[config.mk]
export PLATFORM = sky130hd
export DESIGN_NAME = dsg_top
export DESIGN_NICKNAME = d
export VERILOG_FILES = /design/src/rtl/dsg_pkg.sv /design/src/rtl/dsg_cap_mask.sv /design/src/rtl/dsg_top.sv
export SDC_FILE = /design/constraint.sdc
export NUM_CORES = 1
export LEC_CHECK = 0
export BUFFER_PORTS_ARGS = -buffer_cell sky130_fd_sc_hd__buf_2
export CAP_MARGIN = 20
export CORE_UTILIZATION = 37
export CTS_BUF_LIST = sky130_fd_sc_hd__clkbuf_16
export CTS_CLUSTER_DIAMETER = 200
export DETAILED_ROUTE_END_ITERATION = 7
export PLACE_DENSITY_LB_ADDON = 0.08
export SETUP_SLACK_MARGIN = 0.1
export SLEW_MARGIN = 5
export SYNTH_ARGS = -nofsm -noshare
export SYNTH_HDL_FRONTEND = slang
export SYNTH_SLANG_ARGS = --single-unit
[constraint.sdc]
create_clock -name clk -period 1.03 [get_ports clk]
set_clock_uncertainty 0.05 [all_clocks]
set_input_delay 0.103 -clock clk [delete_from_list [all_inputs] [get_ports clk]]
set_output_delay 0.103 -clock clk [all_outputs]
set_load 0.03 [all_outputs]
[src/rtl/dsg_pkg.sv]
// Purpose: Shared constants and types for deep-sleep gating and soft reset
// Assumes: 32-bit register port, byte offsets as printed
// Notes:   Referenced by dsg_top and dsg_cap_mask
package dsg_pkg;
   localparam int DW = 32;
   localparam int AW = 12;

   // ==========================================================
   // Register offsets
   localparam logic [AW-1:0] OFS_SRC_A     = 12'h040;
   localparam logic [AW-1:0] OFS_SRC_B     = 12'h044;
   localparam logic [AW-1:0] OFS_RUN_GATE  = 12'h108;
   localparam logic [AW-1:0] OFS_SLP_GATE  = 12'h118;
   localparam logic [AW-1:0] OFS_DS_GATE   = 12'h128;
   localparam logic [AW-1:0] OFS_RUN_CFG   = 12'h060;
   localparam logic [AW-1:0] OFS_IRQ_STAT  = 12'h200;
   localparam logic [AW-1:0] OFS_IRQ_MASK  = 12'h204;

   // ==========================================================
   // Field layouts and reset values
   localparam int NPORT = 3;
   localparam logic [DW-1:0] GATE_MASK  = 32'h0000_0007;
   localparam logic [DW-1:0] SRC_A_MASK = 32'h0000_0008;
   localparam logic [DW-1:0] SRC_B_MASK = 32'h0303_0011;
   localparam logic [DW-1:0] REG_RST    = 32'h0000_0000;
   localparam int BIT_AUTO_GATE = 0;
   localparam int BIT_WATCHDOG  = 3;
   localparam int BIT_CMP_ONE   = 25;
   localparam int BIT_CMP_ZERO  = 24;
   localparam int BIT_TMR_ONE   = 17;
   localparam int BIT_TMR_ZERO  = 16;
   localparam int BIT_SYNC_SER  = 4;
   localparam int BIT_ASYNC_SER = 0;

   // Interrupt status bits
   localparam int IRQ_N         = 3;
   localparam int IRQ_FAULT     = 0;
   localparam int IRQ_MODE_CHG  = 1;
   localparam int IRQ_RST_ASSRT = 2;

   typedef enum logic [1:0] {
      DSG_RUN,
      DSG_SLEEP,
      DSG_DEEP
   } dsg_mode_t;

   typedef struct packed {
      logic            wr;
      logic            rd;
      logic [AW-1:0]   addr;
      logic [DW-1:0]   wdata;
   } dsg_bus_req_t;

   typedef struct packed {
      logic            watchdog_reset_ctl;
      logic            comparator_one_reset;
      logic            comparator_zero_reset;
      logic            gp_timer_one_reset;
      logic            gp_timer_zero_reset;
      logic            sync_serial_zero_reset;
      logic            async_serial_zero_reset;
   } dsg_periph_rst_t;
endpackage

[src/rtl/dsg_cap_mask.sv]
// Purpose: Masked register update for capability-gated soft reset bits
// Assumes: Capability bit 1 means the unit is present
// Notes:   Only bits set in both the field mask and capability mask move
`timescale 1ns/100ps
module dsg_cap_mask
   import dsg_pkg::*;
#(
   parameter logic [DW-1:0] FIELD = REG_RST
) (
   input  wire logic [DW-1:0] cur,
   input  wire logic [DW-1:0] wdata,
   input  wire logic [DW-1:0] cap,
   output logic      [DW-1:0] nxt
);
   logic [DW-1:0] keep;

   assign keep = FIELD & cap;
   // Bits of absent units hold their value, which is zero from reset
   assign nxt  = (wdata & keep) | (cur & ~keep);
endmodule

[src/rtl/dsg_top.sv]
// Purpose: Deep-sleep port clock gating plus two software reset registers
// Assumes: Simple strobe register port; read data one cycle after strobe
// Notes:   Gate enables are levels meant for a glitch-free clock gate cell
//
// Functional notes
// Port clock enable follows its gating bit; zero leaves port unclocked.
// Access to a port whose clock is off returns a bus fault.
// All gating bits reset to zero so ports start unclocked.
// Deep-sleep gating register holds port C bit 2, B bit 1, A bit 0.
// Reserved bits are read-only and read as zero.
// Deep-sleep gating set acts only while processor is in deep-sleep.
// Sleep sets apply only with auto gating select set; else run set.
// Soft reset writes are masked by the matching capability register.
// First soft reset register: watchdog at bit 3, rest reserved, resets zero.
// Second soft reset register: comparator one bit 25, zero bit 24.
// Second soft reset register: timer one bit 17, timer zero bit 16.
// Second soft reset register: serial sync bit 4, UART bit 0.
// A set soft reset bit holds its peripheral in reset until cleared.
`timescale 1ns/100ps
module dsg_top
   import dsg_pkg::*;
(
   input  wire logic            clk,
   input  wire logic            rstn,
   // Register port
   input  wire logic [AW-1:0]   reg_addr,
   input  wire logic [DW-1:0]   reg_wdata,
   input  wire logic            reg_wr,
   input  wire logic            reg_rd,
   output logic      [DW-1:0]   reg_rdata,
   // Processor power state
   input  wire logic            cpu_sleep,
   input  wire logic            cpu_deep_sleep,
   // Capability registers, one bit per present unit
   input  wire logic [DW-1:0]   capability_reg_one,
   input  wire logic [DW-1:0]   capability_reg_two,
   // Peripheral bus accesses aimed at the ports
   input  wire logic [NPORT-1:0] port_access,
   output logic                 port_bus_fault,
   // Outputs to the clock tree and peripheral resets, plus gating mode and interrupt
   output logic      [NPORT-1:0] port_clk_en,
   output dsg_periph_rst_t      periph_rst,
   output dsg_mode_t            gate_mode,
   output logic                 irq
);
   // ==========================================================
   // Register state
   logic [NPORT-1:0] run_gate_q;
   logic [NPORT-1:0] slp_gate_q;
   logic [NPORT-1:0] ds_gate_q;
   logic             auto_gate_q;
   logic [DW-1:0]    src_a_q;
   logic [DW-1:0]    src_b_q;
   logic [DW-1:0]    src_a_d;
   logic [DW-1:0]    src_b_d;
   logic [IRQ_N-1:0] irq_stat_q;
   logic [IRQ_N-1:0] irq_mask_q;
   logic [IRQ_N-1:0] irq_evt;
   logic [DW-1:0]    rdata_d;
   logic [DW-1:0]    rdata_q;
   logic             fault_q;
   dsg_mode_t        mode_q;
   dsg_mode_t        mode_d;
   dsg_bus_req_t     req;
   logic [NPORT-1:0] gate_sel;
   logic             wr_src_a;
   logic             wr_src_b;

   assign req.wr    = reg_wr;
   assign req.rd    = reg_rd;
   assign req.addr  = reg_addr;
   assign req.wdata = reg_wdata;

   assign wr_src_a = req.wr && (req.addr == OFS_SRC_A);
   assign wr_src_b = req.wr && (req.addr == OFS_SRC_B);

   // ==========================================================
   // Gating registers
   always_ff @(posedge clk or negedge rstn) begin
      if (!rstn) begin
         run_gate_q <= REG_RST[NPORT-1:0];
         slp_gate_q <= REG_RST[NPORT-1:0];
         ds_gate_q  <= REG_RST[NPORT-1:0];
      end else if (req.wr) begin
         unique case (req.addr)
            OFS_RUN_GATE: run_gate_q <= req.wdata[NPORT-1:0];
            OFS_SLP_GATE: slp_gate_q <= req.wdata[NPORT-1:0];
            OFS_DS_GATE:  ds_gate_q  <= req.wdata[NPORT-1:0];
            default: ;
         endcase
      end
   end

   always_ff @(posedge clk or negedge rstn) begin
      if (!rstn) begin
         auto_gate_q <= REG_RST[BIT_AUTO_GATE];
      end else if (req.wr && req.addr == OFS_RUN_CFG) begin
         auto_gate_q <= req.wdata[BIT_AUTO_GATE];
      end
   end

   // ==========================================================
   // Mode select: deep-sleep wins over sleep
   always_comb begin
      mode_d = DSG_RUN;
      if (auto_gate_q) begin
         if (cpu_deep_sleep) begin
            mode_d = DSG_DEEP;
         end else if (cpu_sleep) begin
            mode_d = DSG_SLEEP;
         end
      end
   end

   always_ff @(posedge clk or negedge rstn) begin
      if (!rstn) begin
         mode_q <= DSG_RUN;
      end else begin
         mode_q <= mode_d;
      end
   end

   always_comb begin
      unique case (mode_q)
         DSG_SLEEP: gate_sel = slp_gate_q;
         DSG_DEEP:  gate_sel = ds_gate_q;
         default:   gate_sel = run_gate_q;
      endcase
   end

   // Registered enable keeps the clock gate input free of decode glitches
   always_ff @(posedge clk or negedge rstn) begin
      if (!rstn) begin
         port_clk_en <= '0;
      end else begin
         port_clk_en <= gate_sel;
      end
   end

   // ==========================================================
   // Bus fault for accesses to unclocked ports
   always_ff @(posedge clk or negedge rstn) begin
      if (!rstn) begin
         fault_q <= 1'b0;
      end else begin
         fault_q <= |(port_access & ~port_clk_en);
      end
   end
   assign port_bus_fault = fault_q;

   // ==========================================================
   // Soft reset registers, writes masked by capability
   dsg_cap_mask #(
      .FIELD (SRC_A_MASK)
   ) u_mask_a (
      .cur   (src_a_q),
      .wdata (req.wdata),
      .cap   (capability_reg_one),
      .nxt   (src_a_d)
   );

   dsg_cap_mask #(
      .FIELD (SRC_B_MASK)
   ) u_mask_b (
      .cur   (src_b_q),
      .wdata (req.wdata),
      .cap   (capability_reg_two),
      .nxt   (src_b_d)
   );

   always_ff @(posedge clk or negedge rstn) begin
      if (!rstn) begin
         src_a_q <= REG_RST;
      end else if (wr_src_a) begin
         src_a_q <= src_a_d & SRC_A_MASK;
      end
   end

   always_ff @(posedge clk or negedge rstn) begin
      if (!rstn) begin
         src_b_q <= REG_RST;
      end else if (wr_src_b) begin
         src_b_q <= src_b_d & SRC_B_MASK;
      end
   end

   // Reset levels follow the stored bits one clock later, through a register
   always_ff @(posedge clk or negedge rstn) begin
      if (!rstn) begin
         periph_rst <= '0;
      end else begin
         periph_rst.watchdog_reset_ctl      <= src_a_q[BIT_WATCHDOG];
         periph_rst.comparator_one_reset    <= src_b_q[BIT_CMP_ONE];
         periph_rst.comparator_zero_reset   <= src_b_q[BIT_CMP_ZERO];
         periph_rst.gp_timer_one_reset      <= src_b_q[BIT_TMR_ONE];
         periph_rst.gp_timer_zero_reset     <= src_b_q[BIT_TMR_ZERO];
         periph_rst.sync_serial_zero_reset  <= src_b_q[BIT_SYNC_SER];
         periph_rst.async_serial_zero_reset <= src_b_q[BIT_ASYNC_SER];
      end
   end
   assign gate_mode = mode_q;

   // ==========================================================
   // Interrupt status: set wins over read clear
   assign irq_evt[IRQ_FAULT]     = fault_q;
   assign irq_evt[IRQ_MODE_CHG]  = (mode_d != mode_q);
   assign irq_evt[IRQ_RST_ASSRT] = (wr_src_a && |(src_a_d & SRC_A_MASK & ~src_a_q))
                                 || (wr_src_b && |(src_b_d & SRC_B_MASK & ~src_b_q));

   always_ff @(posedge clk or negedge rstn) begin
      if (!rstn) begin
         irq_stat_q <= '0;
      end else if (req.rd && req.addr == OFS_IRQ_STAT) begin
         irq_stat_q <= irq_evt;
      end else begin
         irq_stat_q <= irq_stat_q | irq_evt;
      end
   end

   always_ff @(posedge clk or negedge rstn) begin
      if (!rstn) begin
         irq_mask_q <= '0;
      end else if (req.wr && req.addr == OFS_IRQ_MASK) begin
         irq_mask_q <= req.wdata[IRQ_N-1:0];
      end
   end

   assign irq = |(irq_stat_q & irq_mask_q);

   // ==========================================================
   // Read path; reserved and unmapped bits read zero
   always_comb begin
      rdata_d = '0;
      unique case (req.addr)
         OFS_SRC_A:    rdata_d = src_a_q & SRC_A_MASK;
         OFS_SRC_B:    rdata_d = src_b_q & SRC_B_MASK;
         OFS_RUN_GATE: rdata_d[NPORT-1:0] = run_gate_q;
         OFS_SLP_GATE: rdata_d[NPORT-1:0] = slp_gate_q;
         OFS_DS_GATE:  rdata_d[NPORT-1:0] = ds_gate_q;
         OFS_RUN_CFG:  rdata_d[BIT_AUTO_GATE] = auto_gate_q;
         OFS_IRQ_STAT: rdata_d[IRQ_N-1:0] = irq_stat_q;
         OFS_IRQ_MASK: rdata_d[IRQ_N-1:0] = irq_mask_q;
         default:      rdata_d = '0;
      endcase
   end

   always_ff @(posedge clk or negedge rstn) begin
      if (!rstn) begin
         rdata_q <= '0;
      end else if (req.rd) begin
         rdata_q <= rdata_d;
      end else begin
         rdata_q <= '0;
      end
   end
   assign reg_rdata = rdata_q;
endmodule

[After elaboration in Yosys (flattened, before gate mapping)]
Index checks and enable logic that the tools add are counted.
Cells by class
  bitwise logic cells: 16
  muxes and demuxes: 9
  eq/ne operators: 11
  reductions and logical operators: 15
Operators with widths (count)
  OR reduction 32 bit: 2
  bitwise AND 26 bit: 2
  case mux 23 bit (2 select lines): 1
  == test 12 x 7 -> 1 bit, second input constant: 3
  == test 12 x 9 -> 1 bit, second input constant: 3
  bitwise AND 26 x 32 -> 32 bit: 1
  bitwise AND 4 x 32 -> 32 bit: 1
  2-to-1 mux 32 bit: 1
  NOT 26 -> 32 bit: 1
  NOT 4 -> 32 bit: 1
  NOT 26 bit: 1
  bitwise OR 26 bit: 1
  == test 12 x 10 -> 1 bit, second input constant: 2
  case mux 2 bit (5 select lines): 1
  bitwise AND 4 bit: 2
  logical AND 1 bit: 7
  case mux 1 bit (7 select lines): 1
  bitwise AND 3 bit: 2
  case mux 3 bit (2 select lines): 1
  AND reduction 2 bit: 3
  OR reduction 3 bit: 2
  2-to-1 mux 2 bit: 2
  NOT 4 bit: 1
  bitwise OR 4 bit: 1
  other kinds (8): 8
Storage, ports and cells
  output and inout bits: 46
  logic and storage cells: 70
  register bits after elaboration: 68

[Logic depth before layout (Yosys ltp)]
Gate-level depths: netlist of run 1.
  word-level depth: 9
  gate-level depth with buffers: 6
  gate-level depth less buffers: 4

[Modules after synthesis]
A second synthesis of run 1 with hierarchy kept.
Second synthesis, totals
  cell total of the unflattened synthesis: 252
  area total of the unflattened synthesis: 2839.0 sq um
By module, submodules not included
  dsg_top: cells each 188, area an instance 2306.0 sq um, times used 1
  dsg_cap_mask (u_mask_b): cells each 32, area an instance 285.3 sq um, times used 1
  dsg_cap_mask (u_mask_a): cells each 32, area an instance 247.7 sq um, times used 1

[Least setup slack after synthesis of run 1]
OpenSTA, ideal clock, no wires.
  path kind: input to register
  start: in reg_addr[2]
  end: reg ds_gate_q[0]
  cell stages on the path: 5
  setup slack: -406 ps
  buffers on the path: 1
  setup time: 125 ps
  arrival time: 1261 ps
  cells stage by stage: buf_2 -> nor3_4 -> nand4b_4 -> nor4b_4 -> mux2_2
On the way
  cells in the longest elaborated chain, start to end: 2
Ends and longest elaborated chain
  start: declaration: line dsg_top.sv:26  | input wire logic [AW-1:0] reg_addr,
  == test 12 x 9 -> 1 bit: line dsg_top.sv:85  | unique case (req.addr)
  AND reduction 2 bit (no line)
  end signal: assignment: line dsg_top.sv:83  | ds_gate_q <= REG_RST[NPORT-1:0];
  end signal: assignment: line dsg_top.sv:88  | OFS_DS_GATE: ds_gate_q <= req.wdata[NPORT-1:0];
  end: declaration: line dsg_top.sv:50  | logic [NPORT-1:0] ds_gate_q;
Every way passes these cells.
A chain may end at the register's enable or synchronous reset.

[Worst setup path after layout of run 1]
  start: reg irq_stat_q[2]
  end: out irq
On the way
  cells in the longest elaborated chain, start to end: 2
Ends and longest elaborated chain
  start: declaration: line dsg_top.sv:56  | logic [IRQ_N-1:0] irq_stat_q;
  start signal: assignment: line dsg_top.sv:214  | irq_stat_q <= irq_evt;
  start signal: assignment: line dsg_top.sv:216  | irq_stat_q <= irq_stat_q | irq_evt;
  bitwise AND 3 bit: line dsg_top.sv:228  | assign irq = |(irq_stat_q & irq_mask_q);
  OR reduction 3 bit: line dsg_top.sv:228
  end: declaration: line dsg_top.sv:44  | output logic irq
Every way passes these cells.

==> results_dict.tcl, run 1 <==
set metrics [dict create \
    grt_pass1_wl_mm 8.67 \
    via_per_inst 4.76 \
    p_leak_nw 1.76 \
    ys_ff_latch 45 \
    rsz0062_at_grt "yes" \
    power.share.clock 0.476 \
    p_switching_uw 965 \
    p_comb_frac 0.112 \
    die_h_um 80.5 \
    power_mw 4.32 \
    postSynthCellCount 192 \
    fmaxAchievable_ghz 0.692 \
    p_int_mw 3.35 \
    violations "setup timing" \
    peakVddDrop_uv 760 \
    crit_required_ns 0.88 \
    postSynthAreaPerCell_um2 11.9 \
    gp_congestion 0.751 \
    final_cells 381 \
    wl_met1_mm 2.34 \
    fin_crit_ns 1.45 \
    final-setup-viol-count 31 \
    grt_pass1_vias 1792 \
    rows 28 \
    finalCritPeriodShare 1.40 \
    grt_max_degree 27 \
    nNetsFinal 424 \
    avgRoutedWirePerCell_um 14.5 \
    fin_util 0.608 \
    place_area_um2 2890 \
    dr.pass1.iters 4 \
    status "finished with violations" \
    finalInstanceArea_um2 3600 \
    clockBufferDepth 2 \
    synth_common_cells "dfrtp_1 (45), buf_4 (24), mux2_2 (23)" \
    synth_top_area_share 0.494 \
    yosys_warnings 0 \
    h-tree-depth 2 \
    grt_usage 0.180 \
    worst_setup_path_end_kind "output pin" \
    grt_overflow 0 \
    wl_mm 5.51 \
    antenna_cells 0 \
    cts_tree "done" \
    synth.most_common_cell "dfrtp_1" \
    pwr-share-seq 0.412 \
    io_buffers 59 \
    cp.arrival_ns 1.29 \
    startpoint_type "flop" \
    clk_latency_ns 0.28 \
    core-area_um2 5920 \
    tns_ns -5.53 \
    drc 0 \
    yosysTopAreaCell "dfrtp_1" \
    ant_nets 0 \
    antenna_found_initial 0 \
    synth_edf_count 0 \
    drv_slew 0 \
    highest_layer "met4" \
    clk_pin_slew_ns 0.06 \
    switching_share 0.223 \
    wl_met3_um 198 \
    dp_hpwl_mm 4.00 \
    cts-root-buf "clkbuf_16" \
    cts_made_buffers 5 \
    io_pins 163 \
    maxCapViolations 0 \
    die_w_um 80.5 \
    crit_type "reg2out" \
    fillerInstances 506 \
    ys_seq_area_frac 0.494 \
    synth_area_um2 2280 \
    layout_setup_ws_ns -0.416 \
    placedCellCount 356 \
    synth_area_leaders "dfrtp_1 (49%), mux2_2 (11%), buf_4 (7.9%), nor4_4 (2.8%), a22oi_1 (2.0%)" \
    ys_types 43 \
    start_util 0.385 \
    vias 1815 \
    met2_length_mm 2.96 \
    whs_ns 0.0181 \
    drtIter0Drc 61 \
    cts_sinks 45 \
    synth_top_flop_cell "dfrtp_1" \
    pre_cts_slack_ns -0.663 \
    drive_above_1_share 0.598 \
    p_per_area_nw_per_um2 1200 \
    hold_viol_final 0 \
    path_max_fanout 2 \
    synthArstFlopShare 1.00 \
    hp-class "in2reg" \
    die_area_um2 6480 \
    syn_to_final_growth_pct 57.8 \
]
==> registers in the layout, indices dropped and copies added (netlist names) <==
name            flops
ds_gate_q           3
src_a_q             1
port_bus_fault      1
irq_mask_q          3
auto_gate_q         1
periph_rst          7
gate_mode           2
slp_gate_q          3
irq_stat_q          3
reg_rdata           9
src_b_q             6
port_clk_en         3
run_gate_q          3
==> cell families (layout without fill, tap and decap cells) <==
kind of cell / Yosys count / in the layout / synth area share
XOR/XNOR: 1 / 1 / 0.00384
AO/OA/AOI/OAI: 24 / 24 / 0.0768
AND/OR/NAND/NOR: 58 / 58 / 0.188
buffers and inverters: 35 / 127 / 0.0987
adder cells (fa/ha/maj): 2 / 2 / 0.0110
other: 1 / 23 / 0.00164
flip-flops: 45 / 45 / 0.494
multiplexers: 26 / 26 / 0.127
==> timing repair <==
item	4_1_cts	5_1_grt
endpoints found under the hold margin	46	0
resized for setup	96	12
buffers inserted	8	8
pin swaps	13	10
hold buffers	2	0
gates cloned	0	0
endpoints found under the setup margin	57	58
==> cell usage in the layout, fill, tap and decap left out, types with 3 or more instances in the layout <==
cell type,synthesis,routed
dfrtp_1,45,43
buf_4,24,43
buf_6,0,32
buf_2,3,29
conb_1,1,23
mux2_4,0,14
nand2_1,11,11
mux2_2,23,9
a22oi_2,0,6
nand3_2,0,6
inv_1,8,5
clkbuf_16,0,5
nor4_4,3,4
and2_4,0,4
nor2_1,6,4
o22ai_1,4,4
inv_2,0,3
o21ai_1,0,3
nor3_4,1,3
mux2i_1,3,3
o2bb2ai_1,3,3
buf_8,0,3
==> final cells by class <==
cell class                      instances  area [µm²]  share of cell area
Sequential cell                        45        1130               0.314
Inverter                                8        30.0             0.00834
Multi-Input combinational cell        134        1220               0.339
Tap cell                               75        93.8              0.0261
Clock inverter                          3        68.8              0.0191
Clock buffer                            5         125              0.0348
Timing Repair Buffer                  111         933               0.259
==> power groups by stage <==
stage               combinational, mW  clock (mW)  sequential [mW]
global route                    0.524        2.19             1.78
floorplan                       0.275           0             1.82
finish                          0.485        2.06             1.78
detailed placement              0.419           0             1.81
global placement                0.416           0             1.81
CTS                             0.475        2.11             1.78
==> final timing paths <==
kind	from	to	slack, ns	cells after the start
worst max-delay path	irq_stat_q[2]$_DFF_PN0_	irq	-0.42	3
worst min-delay path	reg_wdata[16]	src_b_q[16]$_DFFE_PN0P_	0.02	2
worst max register to register	irq_stat_q[2]$_DFF_PN0_	reg_rdata[2]$_DFF_PN0_	-0.21	5
worst min register to register	src_b_q[24]$_DFFE_PN0P_	periph_rst[4]$_DFF_PN0_	0.44	1
max in group asynchronous	rstn	gate_mode[0]$_DFF_PN0_	0.33	3
min in group asynchronous	rstn	reg_rdata[3]$_DFF_PN0_	0.17	2
==> layer usage <==
metal	track usage	vias up
met2	0.318	43
met3	0.0318	2
met1	0.227	898
li1	-	872
met5	0	-
met4	0.0375	0
==> critical path, cell delays in order (launching register included) <==
cell,delay [ns]
dfrtp_1,0.40
a222oi_1,0.41
inv_2,0.06
buf_6,0.14
Note: power is estimated with default switching activity, not from simulation.
==> run 2, diff against run 1 <==
--- a/config.mk
+++ b/config.mk
@@ -7,7 +7,7 @@
 export LEC_CHECK = 0
 export BUFFER_PORTS_ARGS = -buffer_cell sky130_fd_sc_hd__buf_2
 export CAP_MARGIN = 20
-export CORE_UTILIZATION = 37
+export CORE_UTILIZATION = 40
 export CTS_BUF_LIST = sky130_fd_sc_hd__clkbuf_16
 export CTS_CLUSTER_DIAMETER = 200
 export DETAILED_ROUTE_END_ITERATION = 7
@@ -16,4 +16,5 @@
 export SLEW_MARGIN = 5
 export SYNTH_ARGS = -nofsm -noshare
 export SYNTH_HDL_FRONTEND = slang
+export SYNTH_HIERARCHICAL = 1
 export SYNTH_SLANG_ARGS = --single-unit
==> constraint.sdc (replaced) <==
create_clock -name clk -period 1.3 [get_ports clk]
set_clock_uncertainty 0.05 [all_clocks]
set_input_delay 0.13 -clock clk [delete_from_list [all_inputs] [get_ports clk]]
set_output_delay 0.13 -clock clk [all_outputs]
set_load 0.03 [all_outputs]
==> run 2 against run 1 <==
Compared with the run above:
- the run still ends with setup timing left
- sequential power decreased by 21%
- worst setup slack improved by 0.22 ns
- cell count down 4.7%
- first-iteration DRC count is 67% higher
- clock-buffer cell count unchanged
- largest cell class unchanged
==> results_dict.tcl, run 2 <==
set metrics [dict create \
    die_area_um2 6340 \
    ant_nets 0 \
    p_switching_uw 755 \
    r2r_slack_ns 0.07 \
    grt_overflow 0 \
    finalCritPeriodShare 1.15 \
    power.share.clock 0.408 \
    crit_required_ns 1.12 \
    path_max_fanout 3 \
    peakVddDrop_uv 747 \
    grt_busiest_layer "met2" \
    min_path_cells 3 \
    cp_slowest_stage_delay_ns 0.40 \
    nNetsFinal 409 \
    fin_crit_ns 1.50 \
    hold_viol_final 0 \
    antenna_cells 0 \
    multi_input_area_um2 1230 \
    yosys_warnings 6 \
    maxCapViolations 0 \
    pre_cts_slack_ns -0.337 \
    dr.pass1.iters 4 \
    drc 0 \
    status "finished with violations" \
    io_buffers 59 \
    p_comb_frac 0.122 \
    cp.arrival_ns 1.32 \
    timing.rr.start "src_a_q[3]$_DFFE_PN0P_" \
    core-area_um2 5640 \
    rows 27 \
    cts_sinks 45 \
    grt_pass1_wl_mm 8.36 \
    grt_usage 0.179 \
    synth_area_um2 2410 \
    layout_setup_ws_ns -0.196 \
    violations "setup timing" \
    vias 1733 \
    tns_ns -0.202 \
    cp_cell_sequence "a222oi_1 -> inv_1 -> buf_6" \
    switching_share 0.252 \
    r2r-end "irq_stat_q[2]$_DFF_PN0_" \
    avgRoutedWirePerCell_um 14.3 \
    grt_use_met1 0.255 \
    area.sequential_um2 1130 \
    reg2regPathDepth 4 \
    startpoint_type "flop" \
    fmaxAchievable_ghz 0.668 \
    largest_reg_flops 9 \
    postSynthAreaPerCell_um2 12.4 \
    p_per_area_nw_per_um2 921 \
    clockBufferDepth 2 \
    clk_pin_slew_ns 0.06 \
    worst_hold_startpoint "port_access[0]" \
    whs_ns 0.0252 \
    drive_above_1_share 0.529 \
    pwr-share-seq 0.470 \
    wl_mm 5.18 \
    io_pins 163 \
    final-setup-viol-count 4 \
    worst_setup_path_end_kind "output pin" \
    gp_congestion 0.770 \
    grt_max_degree 46 \
    die_w_um 79.6 \
    start_util 0.427 \
    final_common_cell "buf_2" \
    place_area_um2 2920 \
    syn_to_final_growth_pct 35.1 \
    p_leak_nw 1.73 \
    crit_type "reg2out" \
    die_h_um 79.6 \
    clk_latency_ns 0.29 \
    via_per_inst 4.77 \
    h-tree-depth 2 \
    p_int_mw 2.24 \
    dp_hpwl_mm 3.88 \
    antenna_found_initial 0 \
    finalInstanceArea_um2 3260 \
    cts_tree "done" \
    drtIter0Drc 102 \
    fillerInstances 474 \
    path_buf_inv 2 \
    mostFrequentLayoutCells "buf_2 (52), dfrtp_1 (43), buf_4 (31), mux2_4 (25), conb_1 (23)" \
    grt_pass1_vias 1649 \
    crit_path_start "irq_mask_q[2]$_DFFE_PN0P_" \
    drv_slew 0 \
    gr-usage-met2 0.271 \
    postSynthCellCount 195 \
    rsz0062_at_grt "yes" \
    path_delay_family "flip-flops" \
    power_mw 3.00 \
    cts_made_buffers 5 \
    holdPathEnd "port_bus_fault$_DFF_PN0_" \
    use_met3 0.0411 \
    hp-class "in2reg" \
    cts-root-buf "clkbuf_16" \
    critPathSlowestCell "dfrtp_1" \
]
[run 2: worst register-to-register path, stage by stage (launching register included)]
cell and delay [ns]:
dfrtp_1 0.38, mux2_4 0.28, and4b_1 0.20, a22oi_1 0.12, o21ai_1 0.08
[run 2: per-layer routing]
layer,up-vias,routed length [µm]
li1,835,-
met1,829,2460
met2,65,2390
met3,4,286
met4,0,44
met5,-,0
[run 2: cell type report]
class | count | share of cell area
Clock buffer | 5 | 0.0384
Clock inverter | 3 | 0.00499
Inverter | 12 | 0.0138
Multi-Input combinational cell | 132 | 0.377
Sequential cell | 45 | 0.347
Tap cell | 72 | 0.0277
Timing Repair Buffer | 94 | 0.192
[run 2: metrics by stage]
| step | util | std cells |
|---|---|---|
| after floorplan | - | 217 |
| after global placement | 0.517 | 347 |
| after detailed placement | 0.517 | 347 |
| after CTS | 0.568 | 361 |
| after global routing | 0.577 | 363 |
| final | 0.577 | 363 |
[run 2: worst max path at each step]
stage	to	slack, ns	depth (start not counted)
detailed placement	ds_gate_q[1]$_DFFE_PN0P_	-0.34	6
floorplan	run_gate_q[0]$_DFFE_PN0P_	-0.06	6
finish	irq	-0.20	3
global route	irq	-0.28	3
global placement	ds_gate_q[2]$_DFFE_PN0P_	-0.31	6
CTS	irq	-0.22	3
[run 2: power by group through the flow]
stage	sequential [mW]	clock (mW)	combinational [mW]
2_1_floorplan	1.44	0	0.243
3_3_place_gp	1.43	0	0.338
3_5_place_dp	1.43	0	0.340
4_1_cts	1.41	1.26	0.367
5_1_grt	1.41	1.35	0.395
6_report	1.41	1.22	0.366
[run 2: timing repair]
item | CTS | global route
hold endpoints to repair | 45 | 0
pin swaps | 13 | 11
setup buffers | 5 | 4
setup endpoints to repair | 30 | 28
resized for setup | 27 | 11
hold buffers | 1 | 0
